**config.mk**
```make
export PLATFORM = sky130hd
export DESIGN_NAME = smsx_master
export DESIGN_NICKNAME = d
export VERILOG_FILES = /design/src/shared/smsx_pkg.sv /design/src/smsx_sync2.sv /design/src/smsx_baud.sv /design/src/smsx_master.sv
export SDC_FILE = /design/constraint.sdc
export NUM_CORES = 1
export LEC_CHECK = 0
export ABC_CLOCK_PERIOD_IN_PS = 2200
export BUFFER_PORTS_ARGS = -buffer_cell sky130_fd_sc_hd__buf_2
export CAP_MARGIN = 0
export CORE_ASPECT_RATIO = 0.7
export CORE_UTILIZATION = 55
export DETAILED_ROUTE_END_ITERATION = 7
export HOLD_SLACK_MARGIN = 0.15
export PLACE_DENSITY = 0.78
export SKIP_CTS_REPAIR_TIMING = 1
export SLEW_MARGIN = 0
export SYNTH_ARGS = -nofsm -noshare
export SYNTH_HDL_FRONTEND = slang
export SYNTH_SLANG_ARGS = --single-unit
```
**constraint.sdc**
```tcl
create_clock -name CORE_CLK_IN -period 2.2 [get_ports CORE_CLK_IN]
set_input_delay 0.11 -clock CORE_CLK_IN [delete_from_list [all_inputs] [get_ports CORE_CLK_IN]]
set_output_delay 0.11 -clock CORE_CLK_IN [all_outputs]
set_load 0.01 [all_outputs]
```
**src/shared/smsx_pkg.sv**
```systemverilog
/*
  Constants and carrier types of the serial master.
  Assumes a 32-bit AXI4-Lite bus with word-aligned registers.
*/
`default_nettype none

package smsx_pkg;

  // ---------------------------------------------------------------------
  // Register byte offsets
  // ---------------------------------------------------------------------
  localparam int ADDR_W = 5;
  localparam logic [ADDR_W-1:0] ADDR_TXSC = 5'h00;
  localparam logic [ADDR_W-1:0] ADDR_RCSC = 5'h04;
  localparam logic [ADDR_W-1:0] ADDR_RPC = 5'h08;
  localparam logic [ADDR_W-1:0] ADDR_DIVH = 5'h0C;
  localparam logic [ADDR_W-1:0] ADDR_DIVL = 5'h10;
  localparam logic [ADDR_W-1:0] ADDR_TXHB = 5'h14;
  localparam logic [ADDR_W-1:0] ADDR_RXHB = 5'h18;
  localparam logic [ADDR_W-1:0] ADDR_IRQ = 5'h1C;

  // ---------------------------------------------------------------------
  // Field positions
  // ---------------------------------------------------------------------
  // transmit_status_control
  localparam int TX_MASTER_B = 7;
  localparam int TX_NINE_SEL_B = 6;
  localparam int TX_ENABLE_B = 5;
  localparam int TX_SYNC_B = 4;
  localparam int TX_EMPTY_B = 1;
  localparam int TX_NINE_VAL_B = 0;
  localparam logic [7:0] TXSC_WMASK = 8'hF1;
  // receive_status_control
  localparam int RC_PORT_EN_B = 7;
  localparam int RC_NINE_SEL_B = 6;
  localparam int RC_SINGLE_B = 5;
  localparam int RC_CONT_B = 4;
  localparam int RC_FRAME_B = 2;
  localparam int RC_OVER_B = 1;
  localparam int RC_NINE_VAL_B = 0;
  localparam logic [7:0] RCSC_WMASK = 8'hF0;
  // rate_polarity_control
  localparam int RP_DATA_POL_B = 5;
  localparam int RP_CLK_POL_B = 4;
  localparam int RP_WIDE_B = 3;
  localparam logic [7:0] RPC_WMASK = 8'h38;
  // interrupt enable and flag register
  localparam int IRQ_TX_EN_B = 0;
  localparam int IRQ_RX_EN_B = 1;
  localparam int IRQ_TX_FLAG_B = 4;
  localparam int IRQ_RX_FLAG_B = 5;
  localparam logic [7:0] IRQ_WMASK = 8'h03;

  // ---------------------------------------------------------------------
  // Reset values and bus answers
  // ---------------------------------------------------------------------
  localparam logic [7:0] REG_RESET = 8'h00;
  localparam logic [1:0] RESP_OKAY = 2'h0;
  localparam logic [1:0] RESP_SLVERR = 2'h2;
  localparam logic [3:0] BITS_EIGHT = 4'h8;
  localparam logic [3:0] BITS_NINE = 4'h9;

  // ---------------------------------------------------------------------
  // Types
  // ---------------------------------------------------------------------
  typedef enum logic [1:0] {
    SMSX_IDLE = 2'b00,
    SMSX_LOAD = 2'b01,
    SMSX_TX = 2'b10,
    SMSX_RX = 2'b11
  } smsx_mode_t;

  typedef struct packed {
    logic [15:0] cnt;
    logic tick;
  } smsx_baud_t;

  typedef struct packed {
    logic awready;
    logic wready;
    logic bvalid;
    logic [1:0] bresp;
    logic aw_have;
    logic w_have;
    logic [ADDR_W-1:0] aw_addr;
    logic [7:0] w_data;
    logic w_lane;
    logic arready;
    logic rvalid;
    logic [1:0] rresp;
    logic [31:0] rdata;
  } smsx_bus_t;

  typedef struct packed {
    smsx_bus_t bus;
    logic [7:0] txsc;
    logic [7:0] rcsc;
    logic [7:0] rpc;
    logic [7:0] div_hi;
    logic [7:0] div_lo;
    logic [7:0] tx_hold;
    logic [7:0] rx_hold;
    logic [7:0] irq_en;
    logic hold_full;
    logic tbe_flag;
    logic rc_flag;
    logic overrun;
    logic rx_nine;
    smsx_mode_t mode;
    logic [8:0] shifter;
    logic [3:0] bit_cnt;
    logic phase;
    logic ck_pin;
    logic dt_pin;
    logic dt_oe_n;
    logic tx_irq;
    logic rx_irq;
  } smsx_state_t;

endpackage : smsx_pkg

`default_nettype wire

```
**src/smsx_sync2.sv**
```systemverilog
/*
  Two-flop synchroniser for a level arriving from a pin.
  Assumes the level may change at any time relative to the clock.
*/
`timescale 1ns/1ps
`default_nettype none

module smsx_sync2
  import smsx_pkg::*;
(
  input wire logic clk_in,
  input wire logic rst_n_in,
  input wire logic async_in,
  output logic sync_out
);

  // ---------------------------------------------------------------------
  // Two stages; only the second stage is visible
  // ---------------------------------------------------------------------
  logic [1:0] stage_q;
  logic [1:0] stage_d;

  // Shift the pin level through both stages
  always_comb begin
    stage_d = {stage_q[0], async_in};
  end

  // Register the stages
  always_ff @(posedge clk_in) begin
    if (!rst_n_in) begin
      stage_q <= 2'h0;
    end else begin
      stage_q <= stage_d;
    end
  end

  assign sync_out = stage_q[1];

endmodule : smsx_sync2

`default_nettype wire

```
**src/smsx_baud.sv**
```systemverilog
/*
  Rate generator: one tick every (divisor + 1) clock cycles while running.
  Assumes the divisor is steady while a word is being shifted.
*/
`timescale 1ns/1ps
`default_nettype none

module smsx_baud
  import smsx_pkg::*;
#(
  parameter int DIV_W = 16
)
(
  input wire logic clk_in,
  input wire logic rst_n_in,
  input wire logic run_in,
  input wire logic [DIV_W-1:0] divisor_in,
  output logic tick_out
);

  // ---------------------------------------------------------------------
  // Down counter with reload
  // ---------------------------------------------------------------------
  smsx_baud_t st_q;
  smsx_baud_t st_d;

  // Count down; reload and pulse at zero, hold loaded while stopped
  always_comb begin
    st_d = st_q;
    st_d.tick = 1'b0;
    if (!run_in) begin
      st_d.cnt = 16'(divisor_in);
    end else if (st_q.cnt == 16'h0000) begin
      st_d.cnt = 16'(divisor_in);
      st_d.tick = 1'b1;
    end else begin
      st_d.cnt = st_q.cnt - 16'h0001;
    end
  end

  // Register the counter
  always_ff @(posedge clk_in) begin
    if (!rst_n_in) begin
      st_q <= '0;
    end else begin
      st_q <= st_d;
    end
  end

  assign tick_out = st_q.tick;

endmodule : smsx_baud

`default_nettype wire

```
**src/smsx_master.sv**
```systemverilog
/*
  Synchronous serial master with an AXI4-Lite register slave.
  Drives the shift clock; words go out least significant bit first
  on a shared, half-duplex data pin.
  Assumes one clock, synchronous active-low reset, outside pin resolver.
*/
// Local design decisions: the register addresses and the AXI4-Lite slave port.
`timescale 1ns/1ps
`default_nettype none

// Contract
// Reload shifter only after its last bit
// Transfer takes one cycle, sets empty flag
// Empty flag cleared only by buffer write
// Transmit request gated by its enable
// Shifter-empty status readable at bit 1
// Shifter-empty status drives no interrupt
// Shift register is never bus-addressable
// Software sets sync, port, master bits
// Software programs divisor and width select
// Nine-bit words take ninth from register
// Buffer write starts transmission when enabled
// Either receive enable starts reception
// Data sampled as clock returns idle
// Single enable receives exactly one word
// Continuous enable receives until cleared
// Both enables set behaves as continuous
// Polarity bits invert clock and data
// Receive flag set; request gated by enable
// Ninth received bit and errors in status
// Low eight bits in receive buffer
// Clearing continuous enable clears errors
// Software clears enables before configuring
// Polarity bits select pin idle levels
// Transmit and receive never overlap
// Clock pin toggles only during transfers
module smsx_master
  import smsx_pkg::*;
(
  input wire logic CORE_CLK_IN,
  input wire logic RESETN_IN,
  input wire logic [ADDR_W-1:0] S_AXI_AWADDR_IN,
  input wire logic S_AXI_AWVALID_IN,
  output logic S_AXI_AWREADY_OUT,
  input wire logic [31:0] S_AXI_WDATA_IN,
  input wire logic [3:0] S_AXI_WSTRB_IN,
  input wire logic S_AXI_WVALID_IN,
  output logic S_AXI_WREADY_OUT,
  output logic [1:0] S_AXI_BRESP_OUT,
  output logic S_AXI_BVALID_OUT,
  input wire logic S_AXI_BREADY_IN,
  input wire logic [ADDR_W-1:0] S_AXI_ARADDR_IN,
  input wire logic S_AXI_ARVALID_IN,
  output logic S_AXI_ARREADY_OUT,
  output logic [31:0] S_AXI_RDATA_OUT,
  output logic [1:0] S_AXI_RRESP_OUT,
  output logic S_AXI_RVALID_OUT,
  input wire logic S_AXI_RREADY_IN,
  output logic SHIFT_CLOCK_PIN_OUT,
  output logic SERIAL_DATA_PIN_OUT,
  output logic SERIAL_DATA_PIN_OE_N_OUT,
  input wire logic SERIAL_DATA_PIN_IN,
  output logic TX_IRQ_OUT,
  output logic RX_IRQ_OUT
);

  // ---------------------------------------------------------------------
  // State and helpers
  // ---------------------------------------------------------------------
  smsx_state_t q;
  smsx_state_t d;
  logic data_sync;
  logic tick;
  logic run;
  logic [15:0] divisor;

  // Divisor width select: low byte alone or both bytes
  assign divisor = q.rpc[RP_WIDE_B] ? {q.div_hi, q.div_lo}
                                    : {8'h00, q.div_lo};
  assign run = (q.mode == SMSX_TX) || (q.mode == SMSX_RX);

  // Data pin level, passed through two flops before use
  smsx_sync2 u_data_sync (
    .clk_in(CORE_CLK_IN),
    .rst_n_in(RESETN_IN),
    .async_in(SERIAL_DATA_PIN_IN),
    .sync_out(data_sync)
  );

  // Half-bit tick source for the shift clock
  smsx_baud #(
    .DIV_W(16)
  ) u_baud (
    .clk_in(CORE_CLK_IN),
    .rst_n_in(RESETN_IN),
    .run_in(run),
    .divisor_in(divisor),
    .tick_out(tick)
  );

  // ---------------------------------------------------------------------
  // Register read mux
  // ---------------------------------------------------------------------
  function automatic logic [8:0] read_reg(input smsx_state_t s,
                                          input logic [ADDR_W-1:0] a);
    logic [7:0] v;
    logic ok;
    v = 8'h00;
    ok = 1'b1;
    unique case (a)
      // shifter-empty status
      ADDR_TXSC: begin
        v = s.txsc;
        v[TX_EMPTY_B] = (s.mode != SMSX_TX) && (s.mode != SMSX_LOAD);
      end
      // ninth bit, errors
      ADDR_RCSC: begin
        v = s.rcsc;
        v[RC_OVER_B] = s.overrun;
        v[RC_NINE_VAL_B] = s.rx_nine;
      end
      ADDR_RPC: v = s.rpc;
      ADDR_DIVH: v = s.div_hi;
      ADDR_DIVL: v = s.div_lo;
      ADDR_TXHB: v = s.tx_hold;
      // low eight bits
      ADDR_RXHB: v = s.rx_hold;
      ADDR_IRQ: begin
        v = s.irq_en;
        v[IRQ_TX_FLAG_B] = s.tbe_flag;
        v[IRQ_RX_FLAG_B] = s.rc_flag;
      end
      // shifter has no address
      default: ok = 1'b0;
    endcase
    return {ok, v};
  endfunction : read_reg

  // ---------------------------------------------------------------------
  // Next-state logic
  // ---------------------------------------------------------------------
  always_comb begin
    logic do_write;
    logic do_read;
    logic [8:0] rd;
    logic rx_clear;
    logic port_on;
    logic rx_bit;
    logic [8:0] sh;
    logic [3:0] nbits;
    logic tx_ready;
    logic rx_want;
    logic clk_idle;
    logic dt_idle;
    do_write = 1'b0;
    do_read = 1'b0;
    rd = 9'h000;
    rx_clear = 1'b0;
    port_on = 1'b0;
    rx_bit = 1'b0;
    sh = 9'h000;
    nbits = BITS_EIGHT;
    tx_ready = 1'b0;
    rx_want = 1'b0;
    clk_idle = 1'b0;
    dt_idle = 1'b0;
    d = q;

    // Bus write: hold address and data until both arrived
    if (q.bus.awready && S_AXI_AWVALID_IN) begin
      d.bus.aw_have = 1'b1;
      d.bus.aw_addr = S_AXI_AWADDR_IN;
    end
    if (q.bus.wready && S_AXI_WVALID_IN) begin
      d.bus.w_have = 1'b1;
      d.bus.w_data = S_AXI_WDATA_IN[7:0];
      d.bus.w_lane = S_AXI_WSTRB_IN[0];
    end
    if (q.bus.bvalid && S_AXI_BREADY_IN) begin
      d.bus.bvalid = 1'b0;
    end
    if (q.bus.aw_have && q.bus.w_have && !q.bus.bvalid) begin
      do_write = 1'b1;
      d.bus.aw_have = 1'b0;
      d.bus.w_have = 1'b0;
      d.bus.bvalid = 1'b1;
      rd = read_reg(q, q.bus.aw_addr);
      d.bus.bresp = rd[8] ? RESP_OKAY : RESP_SLVERR;
    end
    d.bus.awready = !d.bus.aw_have && !d.bus.bvalid;
    d.bus.wready = !d.bus.w_have && !d.bus.bvalid;

    // Bus read: one outstanding, answered the cycle after acceptance
    if (q.bus.rvalid && S_AXI_RREADY_IN) begin
      d.bus.rvalid = 1'b0;
    end
    if (q.bus.arready && S_AXI_ARVALID_IN) begin
      do_read = 1'b1;
      rd = read_reg(q, S_AXI_ARADDR_IN);
      d.bus.rvalid = 1'b1;
      d.bus.rdata = {24'h000000, rd[7:0]};
      d.bus.rresp = rd[8] ? RESP_OKAY : RESP_SLVERR;
      rx_clear = (S_AXI_ARADDR_IN == ADDR_RXHB);
    end
    d.bus.arready = !d.bus.rvalid && !do_read;

    // Register writes; only byte lane 0 carries register bits
    if (do_write && q.bus.w_lane) begin
      unique case (q.bus.aw_addr)
        ADDR_TXSC: d.txsc = q.bus.w_data & TXSC_WMASK;
        ADDR_RCSC: begin
          d.rcsc = q.bus.w_data & RCSC_WMASK;
          // error clear
          if (!q.bus.w_data[RC_CONT_B]) begin
            d.overrun = 1'b0;
          end
        end
        ADDR_RPC: d.rpc = q.bus.w_data & RPC_WMASK;
        ADDR_DIVH: d.div_hi = q.bus.w_data;
        ADDR_DIVL: d.div_lo = q.bus.w_data;
        // only a buffer write clears it
        ADDR_TXHB: begin
          d.tx_hold = q.bus.w_data;
          d.hold_full = 1'b1;
          d.tbe_flag = 1'b0;
        end
        ADDR_IRQ: d.irq_en = q.bus.w_data & IRQ_WMASK;
        default: d.txsc = q.txsc;
      endcase
    end

    // Reading the receive buffer retires the receive flag
    if (rx_clear) begin
      d.rc_flag = 1'b0;
    end

    // polarity of pins; R23 idle levels
    clk_idle = q.rpc[RP_CLK_POL_B];
    dt_idle = q.rpc[RP_DATA_POL_B];
    rx_bit = data_sync ^ q.rpc[RP_DATA_POL_B];
    port_on = q.rcsc[RC_PORT_EN_B] && q.txsc[TX_SYNC_B]
              && q.txsc[TX_MASTER_B];
    // start condition
    tx_ready = q.hold_full && q.txsc[TX_ENABLE_B];
    // either enable
    rx_want = q.rcsc[RC_SINGLE_B] || q.rcsc[RC_CONT_B];

    // Shift engine
    unique case (q.mode)
      SMSX_IDLE: begin
        d.ck_pin = clk_idle;
        d.phase = 1'b0;
        d.bit_cnt = 4'h0;
        if (port_on && tx_ready) begin
          d.mode = SMSX_LOAD;
        // receive only with nothing to send
        end else if (port_on && rx_want) begin
          d.mode = SMSX_RX;
          d.dt_oe_n = 1'b1;
        end else begin
          d.dt_oe_n = !port_on;
          d.dt_pin = dt_idle;
        end
      end
      // one-cycle transfer, buffer empty
      SMSX_LOAD: begin
        // ninth bit from register
        d.shifter = {q.txsc[TX_NINE_VAL_B], q.tx_hold};
        d.hold_full = 1'b0;
        d.tbe_flag = 1'b1;
        d.dt_oe_n = 1'b0;
        d.dt_pin = q.tx_hold[0] ^ dt_idle;
        d.bit_cnt = 4'h0;
        d.phase = 1'b0;
        d.mode = SMSX_TX;
      end
      SMSX_TX: begin
        nbits = q.txsc[TX_NINE_SEL_B] ? BITS_NINE : BITS_EIGHT;
        if (!port_on) begin
          d.mode = SMSX_IDLE;
        end else if (tick && !q.phase) begin
          // clock active half
          d.ck_pin = !clk_idle;
          d.phase = 1'b1;
        end else if (tick) begin
          d.ck_pin = clk_idle;
          d.phase = 1'b0;
          sh = {1'b0, q.shifter[8:1]};
          d.shifter = sh;
          d.bit_cnt = q.bit_cnt + 4'h1;
          d.dt_pin = sh[0] ^ dt_idle;
          if (q.bit_cnt == nbits - 4'h1) begin
            // reload only after last bit
            d.mode = tx_ready ? SMSX_LOAD : SMSX_IDLE;
            d.dt_pin = dt_idle;
          end
        end
      end
      SMSX_RX: begin
        nbits = q.rcsc[RC_NINE_SEL_B] ? BITS_NINE : BITS_EIGHT;
        d.dt_oe_n = 1'b1;
        if (!port_on || !rx_want) begin
          d.mode = SMSX_IDLE;
          d.ck_pin = clk_idle;
        end else if (tick && !q.phase) begin
          // clock active half
          d.ck_pin = !clk_idle;
          d.phase = 1'b1;
        end else if (tick) begin
          // sample as clock returns idle
          d.ck_pin = clk_idle;
          d.phase = 1'b0;
          sh = {rx_bit, q.shifter[8:1]};
          d.shifter = sh;
          d.bit_cnt = q.bit_cnt + 4'h1;
          if (q.bit_cnt == nbits - 4'h1) begin
            d.bit_cnt = 4'h0;
            if (q.rc_flag && !rx_clear) begin
              d.overrun = 1'b1;
            end else begin
              // completion flag; R19 ninth; R20 low byte
              d.rc_flag = 1'b1;
              d.rx_hold = q.rcsc[RC_NINE_SEL_B] ? sh[7:0] : sh[8:1];
              d.rx_nine = q.rcsc[RC_NINE_SEL_B] ? sh[8] : 1'b0;
            end
            // continuous keeps going; R16 it wins
            if (!q.rcsc[RC_CONT_B]) begin
              // single word then stop
              d.rcsc[RC_SINGLE_B] = 1'b0;
              d.mode = SMSX_IDLE;
            end
          end
        end
      end
      default: d.mode = SMSX_IDLE;
    endcase

    // transmit request gated; R18 receive request gated; R06 no
    // shifter-empty source
    d.tx_irq = d.tbe_flag && d.irq_en[IRQ_TX_EN_B];
    d.rx_irq = d.rc_flag && d.irq_en[IRQ_RX_EN_B];
  end

  // ---------------------------------------------------------------------
  // State register
  // ---------------------------------------------------------------------
  always_ff @(posedge CORE_CLK_IN) begin
    if (!RESETN_IN) begin
      q <= '0;
      q.txsc <= REG_RESET;
      q.rcsc <= REG_RESET;
      q.rpc <= REG_RESET;
      q.irq_en <= REG_RESET;
      q.tbe_flag <= 1'b1;
      q.dt_oe_n <= 1'b1;
      q.mode <= SMSX_IDLE;
    end else begin
      q <= d;
    end
  end

  // ---------------------------------------------------------------------
  // Outputs, all straight from the state register
  // ---------------------------------------------------------------------
  assign S_AXI_AWREADY_OUT = q.bus.awready;
  assign S_AXI_WREADY_OUT = q.bus.wready;
  assign S_AXI_BRESP_OUT = q.bus.bresp;
  assign S_AXI_BVALID_OUT = q.bus.bvalid;
  assign S_AXI_ARREADY_OUT = q.bus.arready;
  assign S_AXI_RDATA_OUT = q.bus.rdata;
  assign S_AXI_RRESP_OUT = q.bus.rresp;
  assign S_AXI_RVALID_OUT = q.bus.rvalid;
  assign SHIFT_CLOCK_PIN_OUT = q.ck_pin;
  assign SERIAL_DATA_PIN_OUT = q.dt_pin;
  assign SERIAL_DATA_PIN_OE_N_OUT = q.dt_oe_n;
  assign TX_IRQ_OUT = q.tx_irq;
  assign RX_IRQ_OUT = q.rx_irq;

endmodule : smsx_master

`default_nettype wire

```
==> metrics.md, run 1 <==
| Metric | Value |
|---|---|
| Outcome | `complete, no violations` |
| H-tree depth | `4` |
| Reg-to-Reg Start | `q[81]` |
| Setup crit end kind | `flop` |
| Fin util | `67.3%` |
| Compound-cell area share of the yosys netlist | `18.0%` |
| Cell taking the most area after synthesis | `dfxtp_1` |
| Layout area overhead | `18.1%` |
| Detailed-route wire length | `15.6 mm` |
| Ranking of synthesized cells by area | `dfxtp_1 (41%), mux2i_1 (7.9%), nor2_1 (4.8%)` |
| Maxcap violations | `0` |
| Core ar. | `10400 um2` |
| Min-delay worst type | `input pin to flop` |
| Slew HR | `52.5%` |
| # port buffers | `46` |
| Vias in the first global route | `4423` |
| Register clock-pin slew on the reported worst setup and hold paths | `0.06 ns` |
| Ys flop type | `dfxtp_1` |
| Buf+Inv Stages, Crit Path | `0` |
| Insertion delay to the later sink of the worst-skew pair | `0.42 ns` |
| Die footprint | `11200 um2` |
| Worst path top cell family by delay | `simple AND/OR/NAND/NOR gates` |
| Placer Congestion | `0.915` |
| Max Freq | `506 MHz` |
| Pre-antenna DRT Iters | `5` |
| Critical path class | `flop to flop` |
| Ports | `100` |
| Setup Viol. Count Final | `0` |
| Minimum clock period | `1.98 ns` |
| Worst ir drop on vdd | `0.00111 V` |
| Fillers | `808` |
| Die Y | `88.8 um` |
| GRT overflow | `0` |
| Layout Nets | `788` |
| WL met3 | `1.46 mm` |
| Cell count after synthesis | `666` |
| Core Rows | `31` |
| Synth Area in Adders | `1.48%` |
| CTS tree | `yes` |
| Slew @ Worst Pin | `0.711 ns` |
| Synth warn | `0` |
| CTS sink cnt | `121` |
| Max Used Layer | `met4` |
| Root Buffer | `clkbuf_16` |
| Top-area cell type share of the netlist area | `40.9%` |
| Period utilization | `89.9%` |
| Final Power | `9280 uW` |
| Placed Instances | `817` |
| Crit start category | `flop` |
| Vias per std cell | `5.98` |
| ANT cells | `0` |
| CP max FO | `8` |
| FFs w/ async S/R, synth | `0%` |
| Syn_area_per_cell | `8.89 um2` |
| GRT Total Usage | `28.0%` |
| Final hold viol count | `0` |
| Hold depth | `3` |
| Required @ worst endpoint | `2.55 ns` |
| Xor/xnor cell area share of the yosys netlist | `2.22%` |
| Met1 WL | `7.23 mm` |
| Final Hold Slack | `0.166 ns` |
| Post-DRT Antenna Nets | `0` |
| Initial Utilization | `57.0%` |
| First-pass GRT wire length | `23.6 mm` |
| Critical-path cell list | `and3_1 > a21boi_1 > o22a_2 > or4b_1 > o22ai_1` |
| Num CTS Buffers | `17` |
| P_leak | `0.00268 uW` |
| Pwr/cell area | `1330 nW/um2` |
| Slowest cell on crit path | `or4b_1` |
| Register-to-register setup slack | `0.22 ns` |
| Largest family of logic cells by synthesized area | `simple AND/OR/NAND/NOR gates` |
| Post-synthesis sequential area ratio | `40.9%` |
| Post-Layout Cell Count | `872` |
| Largest net degree at the start of global routing | `34` |
| Initial drt markers | `582` |
| Distinct cells, synth | `62` |
| Post-synth top cells | `dfxtp_1 (121), nor2_1 (75), nand2_1 (53)` |
| Yosys reg bits | `121` |
| Routed wire per std cell | `17.9 um` |
| Die X | `126 um` |
| Worst clock skew | `0.00897 ns` |
| Drt drc | `0` |
| Post-synthesis mux area share | `8.70%` |
| Post-Syn Area | `5920 um2` |
| Vias | `5217` |
| R2R Path End | `q[8]` |
| RSZ-0062 raised after global routing | `no` |
| Worst Hold Path EP | `q[24]` |
| Synth Area in Simple Gates | `20.4%` |
| Fin. max-slew vios | `0` |
| Setup_tns | `0 ns` |
| Most common cell in the netlist | `dfxtp_1` |
| Clock Tree Buf Depth | `2` |
| Arr. time, crit path | `2.33 ns` |
| Initial antenna violation count | `0` |
| WL met2 | `6.84 mm` |
| Dpl hpwl | `10.7 mm` |
| Share of layout cells above drive strength 1 | `15.9%` |
| Number of synthesized flops with an enable pin | `0` |
| Largest stage delay on the critical path | `0.52 ns` |
| Worst R2R Path Depth | `5` |
| Hold_sp | `RESETN_IN` |
## state kept, by name, summed over array words and instances (netlist names), 2 cells and up
register and flops:
u_data_sync.stage_q 2, u_baud.st_q 16, S_AXI_RDATA_OUT 8, q 82
## cells in the final DEF, fill, tap and decap left out, types with 7 or more instances in the layout
cell type      count
inv_1             10
xnor2_1            9
mux2i_1           47
buf_4             20
o21ai_0           12
clkbuf_16         17
and2_1            10
nand2_1           53
nand3_1           17
a21oi_1           52
ha_1               7
a31oi_1           10
dlygate4sd3_1     23
nand2b_1           8
buf_2             46
nor2_1            75
conb_1            26
dfxtp_1          121
a211oi_1          23
nor3_1             9
and3_1            11
a311oi_1          11
a22oi_1           20
## logic make-up (layout without fill, tap and decap cells)
logic type	Yosys count	count (layout)
other	1	26
AO/OA/AOI/OAI	157	157
adder cells (fa/ha/maj)	7	7
flip-flops	121	121
AND/OR/NAND/NOR	229	229
buffers and inverters	85	134
multiplexers	51	51
XOR/XNOR	15	15
## worst max-delay path by stage
stage	end	start	cells after the start	slack [ns]
2_1_floorplan	u_baud.st_q[11]	u_baud.st_q[1]	7	0.40
3_3_place_gp	u_baud.st_q[9]	u_baud.st_q[1]	6	0.29
3_5_place_dp	u_baud.st_q[9]	u_baud.st_q[1]	6	0.26
4_1_cts	u_baud.st_q[9]	u_baud.st_q[1]	6	0.24
5_1_grt	q[38]	q[19]	7	0.1
6_report	q[8]	q[81]	5	0.22
## tightest hold or removal path: stages
cell     delay, ns
buf_2         0.11
buf_4         0.22
nand3_1       0.11
## area by class of cell
class / count / area (um2) / area share (%)
Tap cell: 132 / 165 / 2.36
Timing Repair Buffer: 90 / 631 / 9.01
Multi-Input combinational cell: 485 / 3110 / 44.4
Clock buffer: 19 / 453 / 6.47
Inverter: 12 / 45.0 / 0.644
Clock inverter: 13 / 175 / 2.50
Sequential cell: 121 / 2420 / 34.6
## stage by stage
step,setup slack [ns],area [um2]
final,0.222,7000
after global routing,0.0997,7000
after CTS,0.243,6770
after detailed placement,0.261,6140
after global placement,0.295,6140
after floorplan,0.397,6020
## power by group
part           switching (uW)  internal [uW]  total [uW]
combinational            1880           1660        3540
sequential                335           2460        2800
clock                    1000           1940        2940
total                    3220           6060        9280
## routing by layer
metal | GRT usage [%] | vias to the layer above
li1 | - | 2469
met3 | 7.50 | 12
met4 | 7.12 | 0
met1 | 39.4 | 2471
met2 | 42.7 | 265
met5 | 0 | -
No activity file was read; power rests on OpenSTA's default activity.
==> inputs of run 2 (changes only) <==
--- a/config.mk
+++ b/config.mk
@@ -7,9 +7,11 @@
 export LEC_CHECK = 0
 export ABC_CLOCK_PERIOD_IN_PS = 2200
 export BUFFER_PORTS_ARGS = -buffer_cell sky130_fd_sc_hd__buf_2
-export CAP_MARGIN = 0
+export CAP_MARGIN = 20
 export CORE_ASPECT_RATIO = 0.7
+export CORE_MARGIN = 5
 export CORE_UTILIZATION = 55
+export CTS_BUF_LIST = sky130_fd_sc_hd__clkbuf_4 sky130_fd_sc_hd__clkbuf_8
 export DETAILED_ROUTE_END_ITERATION = 7
 export HOLD_SLACK_MARGIN = 0.15
 export PLACE_DENSITY = 0.78
==> run 2 against run 1 <==
Global-route usage fell by 4.8 points. Utilization fell by 2.1 points. Critical endpoint is now q[51]. Count of clock-buffer cells in the layout rose by 6. Highest routed layer unchanged. First-iteration DRC count fell by 8.1%. Maximum frequency fell by 0.58%. Die area rose by 16%. Sequential share of layout area rose by 0.99 points. Largest cell class unchanged.
==> metrics.md, run 2 (synthesis gave the netlist of run 1 again) <==
| Metric | Value |
|---|---|
| First-pass GRT wire length | `24.4 mm` |
| RSZ-0062 raised after global routing | `no` |
| Pwr/cell area | `1270 nW/um2` |
| CP max FO | `8` |
| Buf+Inv Stages, Crit Path | `0` |
| Initial Utilization | `56.8%` |
| GRT Total Usage | `23.2%` |
| Arr. time, crit path | `2.30 ns` |
| Die X | `134 um` |
| H-tree depth | `4` |
| Period utilization | `90.4%` |
| Drt drc | `0` |
| Register-to-register setup slack | `0.21 ns` |
| Comb pwr share | `41.2%` |
| Reg-to-Reg Start | `q[135]` |
| Vias | `5137` |
| Sw Ratio | `35.8%` |
| Max Freq | `503 MHz` |
| Worst clock skew | `0.00986 ns` |
| ANT cells | `0` |
| Core Rows | `31` |
| Required @ worst endpoint | `2.51 ns` |
| Most frequent cells in the layout | `dfxtp_1 (121), nor2_1 (75), nand2_1 (53), a21oi_1 (52), mux2i_1 (47)` |
| Num CTS Buffers | `17` |
| Reg with most FFs | `q` |
| Fin. max-slew vios | `0` |
| Detailed-route wire length | `15.3 mm` |
| Layout area overhead | `14.9%` |
| Slew @ Worst Pin | `0.680 ns` |
| Most common cell after layout, fill and taps aside | `dfxtp_1` |
| Critical-path cell list | `nor3_2 > nand4_1 > mux2i_1 > nor2_1` |
| Slew HR | `54.4%` |
| CTS sink cnt | `121` |
| Pre-antenna DRT Iters | `6` |
| Post-DRT Antenna Nets | `0` |
| Die Y | `96.8 um` |
| Seq pwr share | `32.4%` |
| Final Power | `8640 uW` |
| Root Buffer | `clkbuf_8` |
| Min-delay worst type | `input pin to flop` |
| P_leak | `0.00260 uW` |
| Die footprint | `13000 um2` |
| # port buffers | `46` |
| Max reg flops | `82` |
| Routed wire per std cell | `17.6 um` |
| Clock Tree Buf Depth | `2` |
| Internal power | `5540 uW` |
| CTS tree | `yes` |
| Crit start category | `flop` |
| Layout Nets | `782` |
| Worst path top cell family by delay | `simple AND/OR/NAND/NOR gates` |
| Outcome | `complete, no violations` |
| Maxcap violations | `0` |
| Largest stage delay on the critical path | `0.62 ns` |
| Clock group share of total power | `26.4%` |
| Minimum clock period | `1.99 ns` |
| Setup_tns | `0 ns` |
| Vias in the first global route | `4598` |
| Largest net degree at the start of global routing | `53` |
| Register clock-pin slew on the reported worst setup and hold paths | `0.07 ns` |
| Worst ir drop on vdd | `0.000968 V` |
| Hold_sp | `RESETN_IN` |
| Dpl hpwl | `10.9 mm` |
| Setup crit end kind | `flop` |
| Setup Viol. Count Final | `0` |
| Initial drt markers | `535` |
| Initial antenna violation count | `0` |
| Final hold viol count | `0` |
| Slowest cell on crit path | `nand4_1` |
| GRT overflow | `0` |
| Sw power | `3090 uW` |
| Ports | `100` |
| Placer Congestion | `0.936` |
| Insertion delay to the later sink of the worst-skew pair | `0.43 ns` |
| Core ar. | `10400 um2` |
| Critical path class | `flop to flop` |
| Share of layout cells above drive strength 1 | `15.3%` |
| Worst setup startpoint | `q[135]` |
| Vias per std cell | `5.93` |
[run 2: cell types whose count changed in the layout (fill, tap and decap cells not counted)]
cell        change
clkinvlp_4      -4
clkbuf_16      -17
buf_4           -7
clkbuf_8       +21
clkinv_2        -2
clkbuf_4        +2
buf_12          +1
[run 2: routing by layer]
layer	part of all wire, %	global-route usage, %
met1	47	34.3
met2	43	33.5
met3	8.4	5.65
met4	1.5	6.65
met5	0	0
[run 2: per-stage QoR]
step	util [%]	cells	hold slack [ns]	setup WS, ns	instance area (um2)
detailed placement	58.5	811	0.323	0.242	6110
floorplan	-	691	0.237	0.397	6020
global placement	58.5	811	0.319	0.312	6110
global route	65.2	866	0.151	0.0591	6800
CTS	63.0	843	-0.128	0.234	6570
finish	65.2	866	0.140	0.211	6800
[run 2: final timing paths]
check,endpoint,cells past startpoint
max,q[51],4
min,q[24],2
min reg2reg,u_data_sync.stage_q[1],1
max reg2reg,q[51],4
[run 2: cell type report]
class                      instances  area, um2
fill                             862       3630
tap                              132        165
timing repair buffer              84        598
inverter                          12       45.0
clock inverter                     7        135
multi-input combinational        485       3110
sequential                       121       2420
clock buffer                      25        332
[run 2: power by group through the flow]
stage                     Combinational [uW]  Clock (uW)  Sequential, uW
final                                   3560        2280            2800
after detailed placement                3460           0            2830
after global placement                  3350           0            2820
after floorplan                         2900           0            2760
after CTS                               3490        2300            2790
after global routing                    3910        2420            2830
[run 2: worst reg2reg max path: stages, from the launching register on]
cell and delay (ns):
dfxtp_1 0.34, nor3_2 0.42, nand4_1 0.62, mux2i_1 0.41, nor2_1 0.08
==> inputs of run 3 (changes only) <==
--- a/config.mk
+++ b/config.mk
@@ -11,7 +11,6 @@
 export CORE_ASPECT_RATIO = 0.7
 export CORE_MARGIN = 5
 export CORE_UTILIZATION = 55
-export CTS_BUF_LIST = sky130_fd_sc_hd__clkbuf_4 sky130_fd_sc_hd__clkbuf_8
 export DETAILED_ROUTE_END_ITERATION = 7
 export HOLD_SLACK_MARGIN = 0.15
 export PLACE_DENSITY = 0.78
@@ -20,3 +19,4 @@
 export SYNTH_ARGS = -nofsm -noshare
 export SYNTH_HDL_FRONTEND = slang
 export SYNTH_SLANG_ARGS = --single-unit
+export TNS_END_PERCENT = 30
==> run 3 against run 2 <==
Clock power grew 33%. Critical path depth did not move. Clock skew fell by 0.0047 ns. Die area is the same. Register-to-register slack worse by 0.06 ns. First-iteration DRC count is 7.1% higher. Design area increased by 2.7%. Maximum frequency decreased by 3.1%. Cell count stayed put. Non-clock buffer count unchanged. Combinational power about the same. Wire length rose by 5.2%.
==> metrics.md, run 3 (synthesis gave the netlist of run 1 again) <==
| Metric | Value |
|---|---|
| Hold_sp | `RESETN_IN` |
| Setup Viol. Count Final | `0` |
| Dpl hpwl | `10.9 mm` |
| Pwr/cell area | `1350 nW/um2` |
| Layout area overhead | `18.0%` |
| Core Rows | `31` |
| Insertion delay to the later sink of the worst-skew pair | `0.42 ns` |
| Max reg flops | `82` |
| Placement Cell Area | `6110 um2` |
| Fin. max-slew vios | `0` |
| Most frequent cells in the layout | `dfxtp_1 (121), nor2_1 (75), nand2_1 (53), a21oi_1 (52), mux2i_1 (47)` |
| Fillers | `835` |
| ANT cells | `0` |
| Critical path class | `flop to flop` |
| Vias per std cell | `6.01` |
| Seq pwr share | `29.8%` |
| CTS tree | `yes` |
| First-pass GRT wire length | `24.9 mm` |
| Reg with most FFs | `q` |
| Slew HR | `52.4%` |
| Die footprint | `13000 um2` |
| Num CTS Buffers | `17` |
| Worst R2R Path Depth | `4` |
| Initial drt markers | `573` |
| Final hold viol count | `0` |
| Core ar. | `10400 um2` |
| Largest net degree at the start of global routing | `53` |
| Worst clock skew | `0.00518 ns` |
| Register clock-pin slew on the reported worst setup and hold paths | `0.05 ns` |
| Max Freq | `487 MHz` |
| CP max FO | `8` |
| Maxcap violations | `0` |
| Crit start category | `flop` |
| Setup_tns | `0 ns` |
| Detailed-route wire length | `16.0 mm` |
| Sw Ratio | `34.3%` |
| RSZ-0062 raised after global routing | `no` |
| Outcome | `complete, no violations` |
| CTS sink cnt | `121` |
| Clock group share of total power | `32.3%` |
| Routed wire per std cell | `18.5 um` |
| Reg-to-Reg Start | `q[135]` |
| Worst ir drop on vdd | `0.000970 V` |
| GR Util met3 | `7.57%` |
| Min-delay worst type | `input pin to flop` |
| Routing usage on met1 | `33.8%` |
| Die X | `134 um` |
| Arr. time, crit path | `2.35 ns` |
| # port buffers | `46` |
| Pre-antenna DRT Iters | `7` |
| Placer Congestion | `0.936` |
| Required @ worst endpoint | `2.50 ns` |
| Ports | `100` |
| Hold depth | `2` |
| Slew @ Worst Pin | `0.710 ns` |
| Minimum clock period | `2.05 ns` |
| Fin area | `6990 um2` |
| GRT overflow | `0` |
| Worst Hold Path EP | `q[24]` |
| Met2 GRT Util | `35.5%` |
| Internal power | `6180 uW` |
| Post-DRT Antenna Nets | `0` |
| R2R Path End | `q[51]` |
| Vias | `5206` |
| Comb pwr share | `37.9%` |
| Setup crit end kind | `flop` |
| Layout Nets | `782` |
| P_leak | `0.00268 uW` |
| Top Usage Layer GRT | `met2` |
| Die Y | `96.8 um` |
| Root Buffer | `clkbuf_16` |
| GRT Total Usage | `24.3%` |
| Share of layout cells above drive strength 1 | `15.0%` |
| Drt drc | `0` |
| Initial Utilization | `56.8%` |
| Initial antenna violation count | `0` |
| Most common cell after layout, fill and taps aside | `dfxtp_1` |
| H-tree depth | `4` |
| Clock Tree Buf Depth | `2` |
| Vias in the first global route | `4640` |
| Period utilization | `93.3%` |
| Register-to-register setup slack | `0.15 ns` |
| Sw power | `3230 uW` |
-- run 3: cell counts in the layout (fill, tap and decap cells not counted) --
No cell type changed its count.
-- run 3: power by group through the flow --
| stage | registers (uW) | logic [uW] | clock network (uW) |
|---|---|---|---|
| after floorplan | 2760 | 2900 | 0 |
| after detailed placement | 2830 | 3460 | 0 |
| after global placement | 2820 | 3350 | 0 |
| after global routing | 2840 | 3910 | 3170 |
| final | 2810 | 3570 | 3040 |
| after CTS | 2800 | 3500 | 3050 |
-- run 3: through the flow --
step | util [%] | total power (uW) | hold WS [ns] | cells | worst slack, ns
2_1_floorplan | - | 5660 | 0.237 | 691 | 0.397
3_3_place_gp | 58.5 | 6160 | 0.319 | 811 | 0.312
3_5_place_dp | 58.5 | 6300 | 0.323 | 811 | 0.242
4_1_cts | 64.8 | 9340 | -0.107 | 843 | 0.178
5_1_grt | 67.0 | 9920 | 0.174 | 866 | 0.0295
6_report | 67.0 | 9410 | 0.169 | 866 | 0.147
-- run 3: per-layer routing --
metal | part of all wire, % | wire (um) | vias up
met4 | 1.7 | 270 | 0
met2 | 44 | 7100 | 254
li1 | - | - | 2454
met1 | 45 | 7150 | 2469
met3 | 9.6 | 1530 | 29
met5 | 0 | 0 | -
-- run 3: layout make-up --
cell class / instances / area [um2] / area share, %
Tap cell: 132 / 165 / 2.36
Multi-Input combinational cell: 485 / 3110 / 44.4
Sequential cell: 121 / 2420 / 34.7
Clock inverter: 7 / 135 / 1.93
Clock buffer: 25 / 515 / 7.38
Timing Repair Buffer: 84 / 598 / 8.56
Inverter: 12 / 45.0 / 0.645
-- run 3: critical path: stages, from the launching register on --
cell and delay (ns):
dfxtp_1 0.34, nor3_2 0.43, nand4_1 0.64, mux2i_1 0.43, nor2_1 0.09
-- run 3: how the worst max path moves through the flow --
| stage | slack, ns | startpoint | to | cells past startpoint |
|---|---|---|---|---|
| 5_1_grt | 0.03 | q[135] | q[51] | 4 |
| 2_1_floorplan | 0.40 | u_baud.st_q[1] | u_baud.st_q[11] | 7 |
| 3_3_place_gp | 0.31 | u_baud.st_q[1] | u_baud.st_q[9] | 6 |
| 4_1_cts | 0.18 | q[135] | q[51] | 4 |
| 3_5_place_dp | 0.24 | u_baud.st_q[1] | u_baud.st_q[11] | 6 |
| 6_report | 0.15 | q[135] | q[51] | 4 |
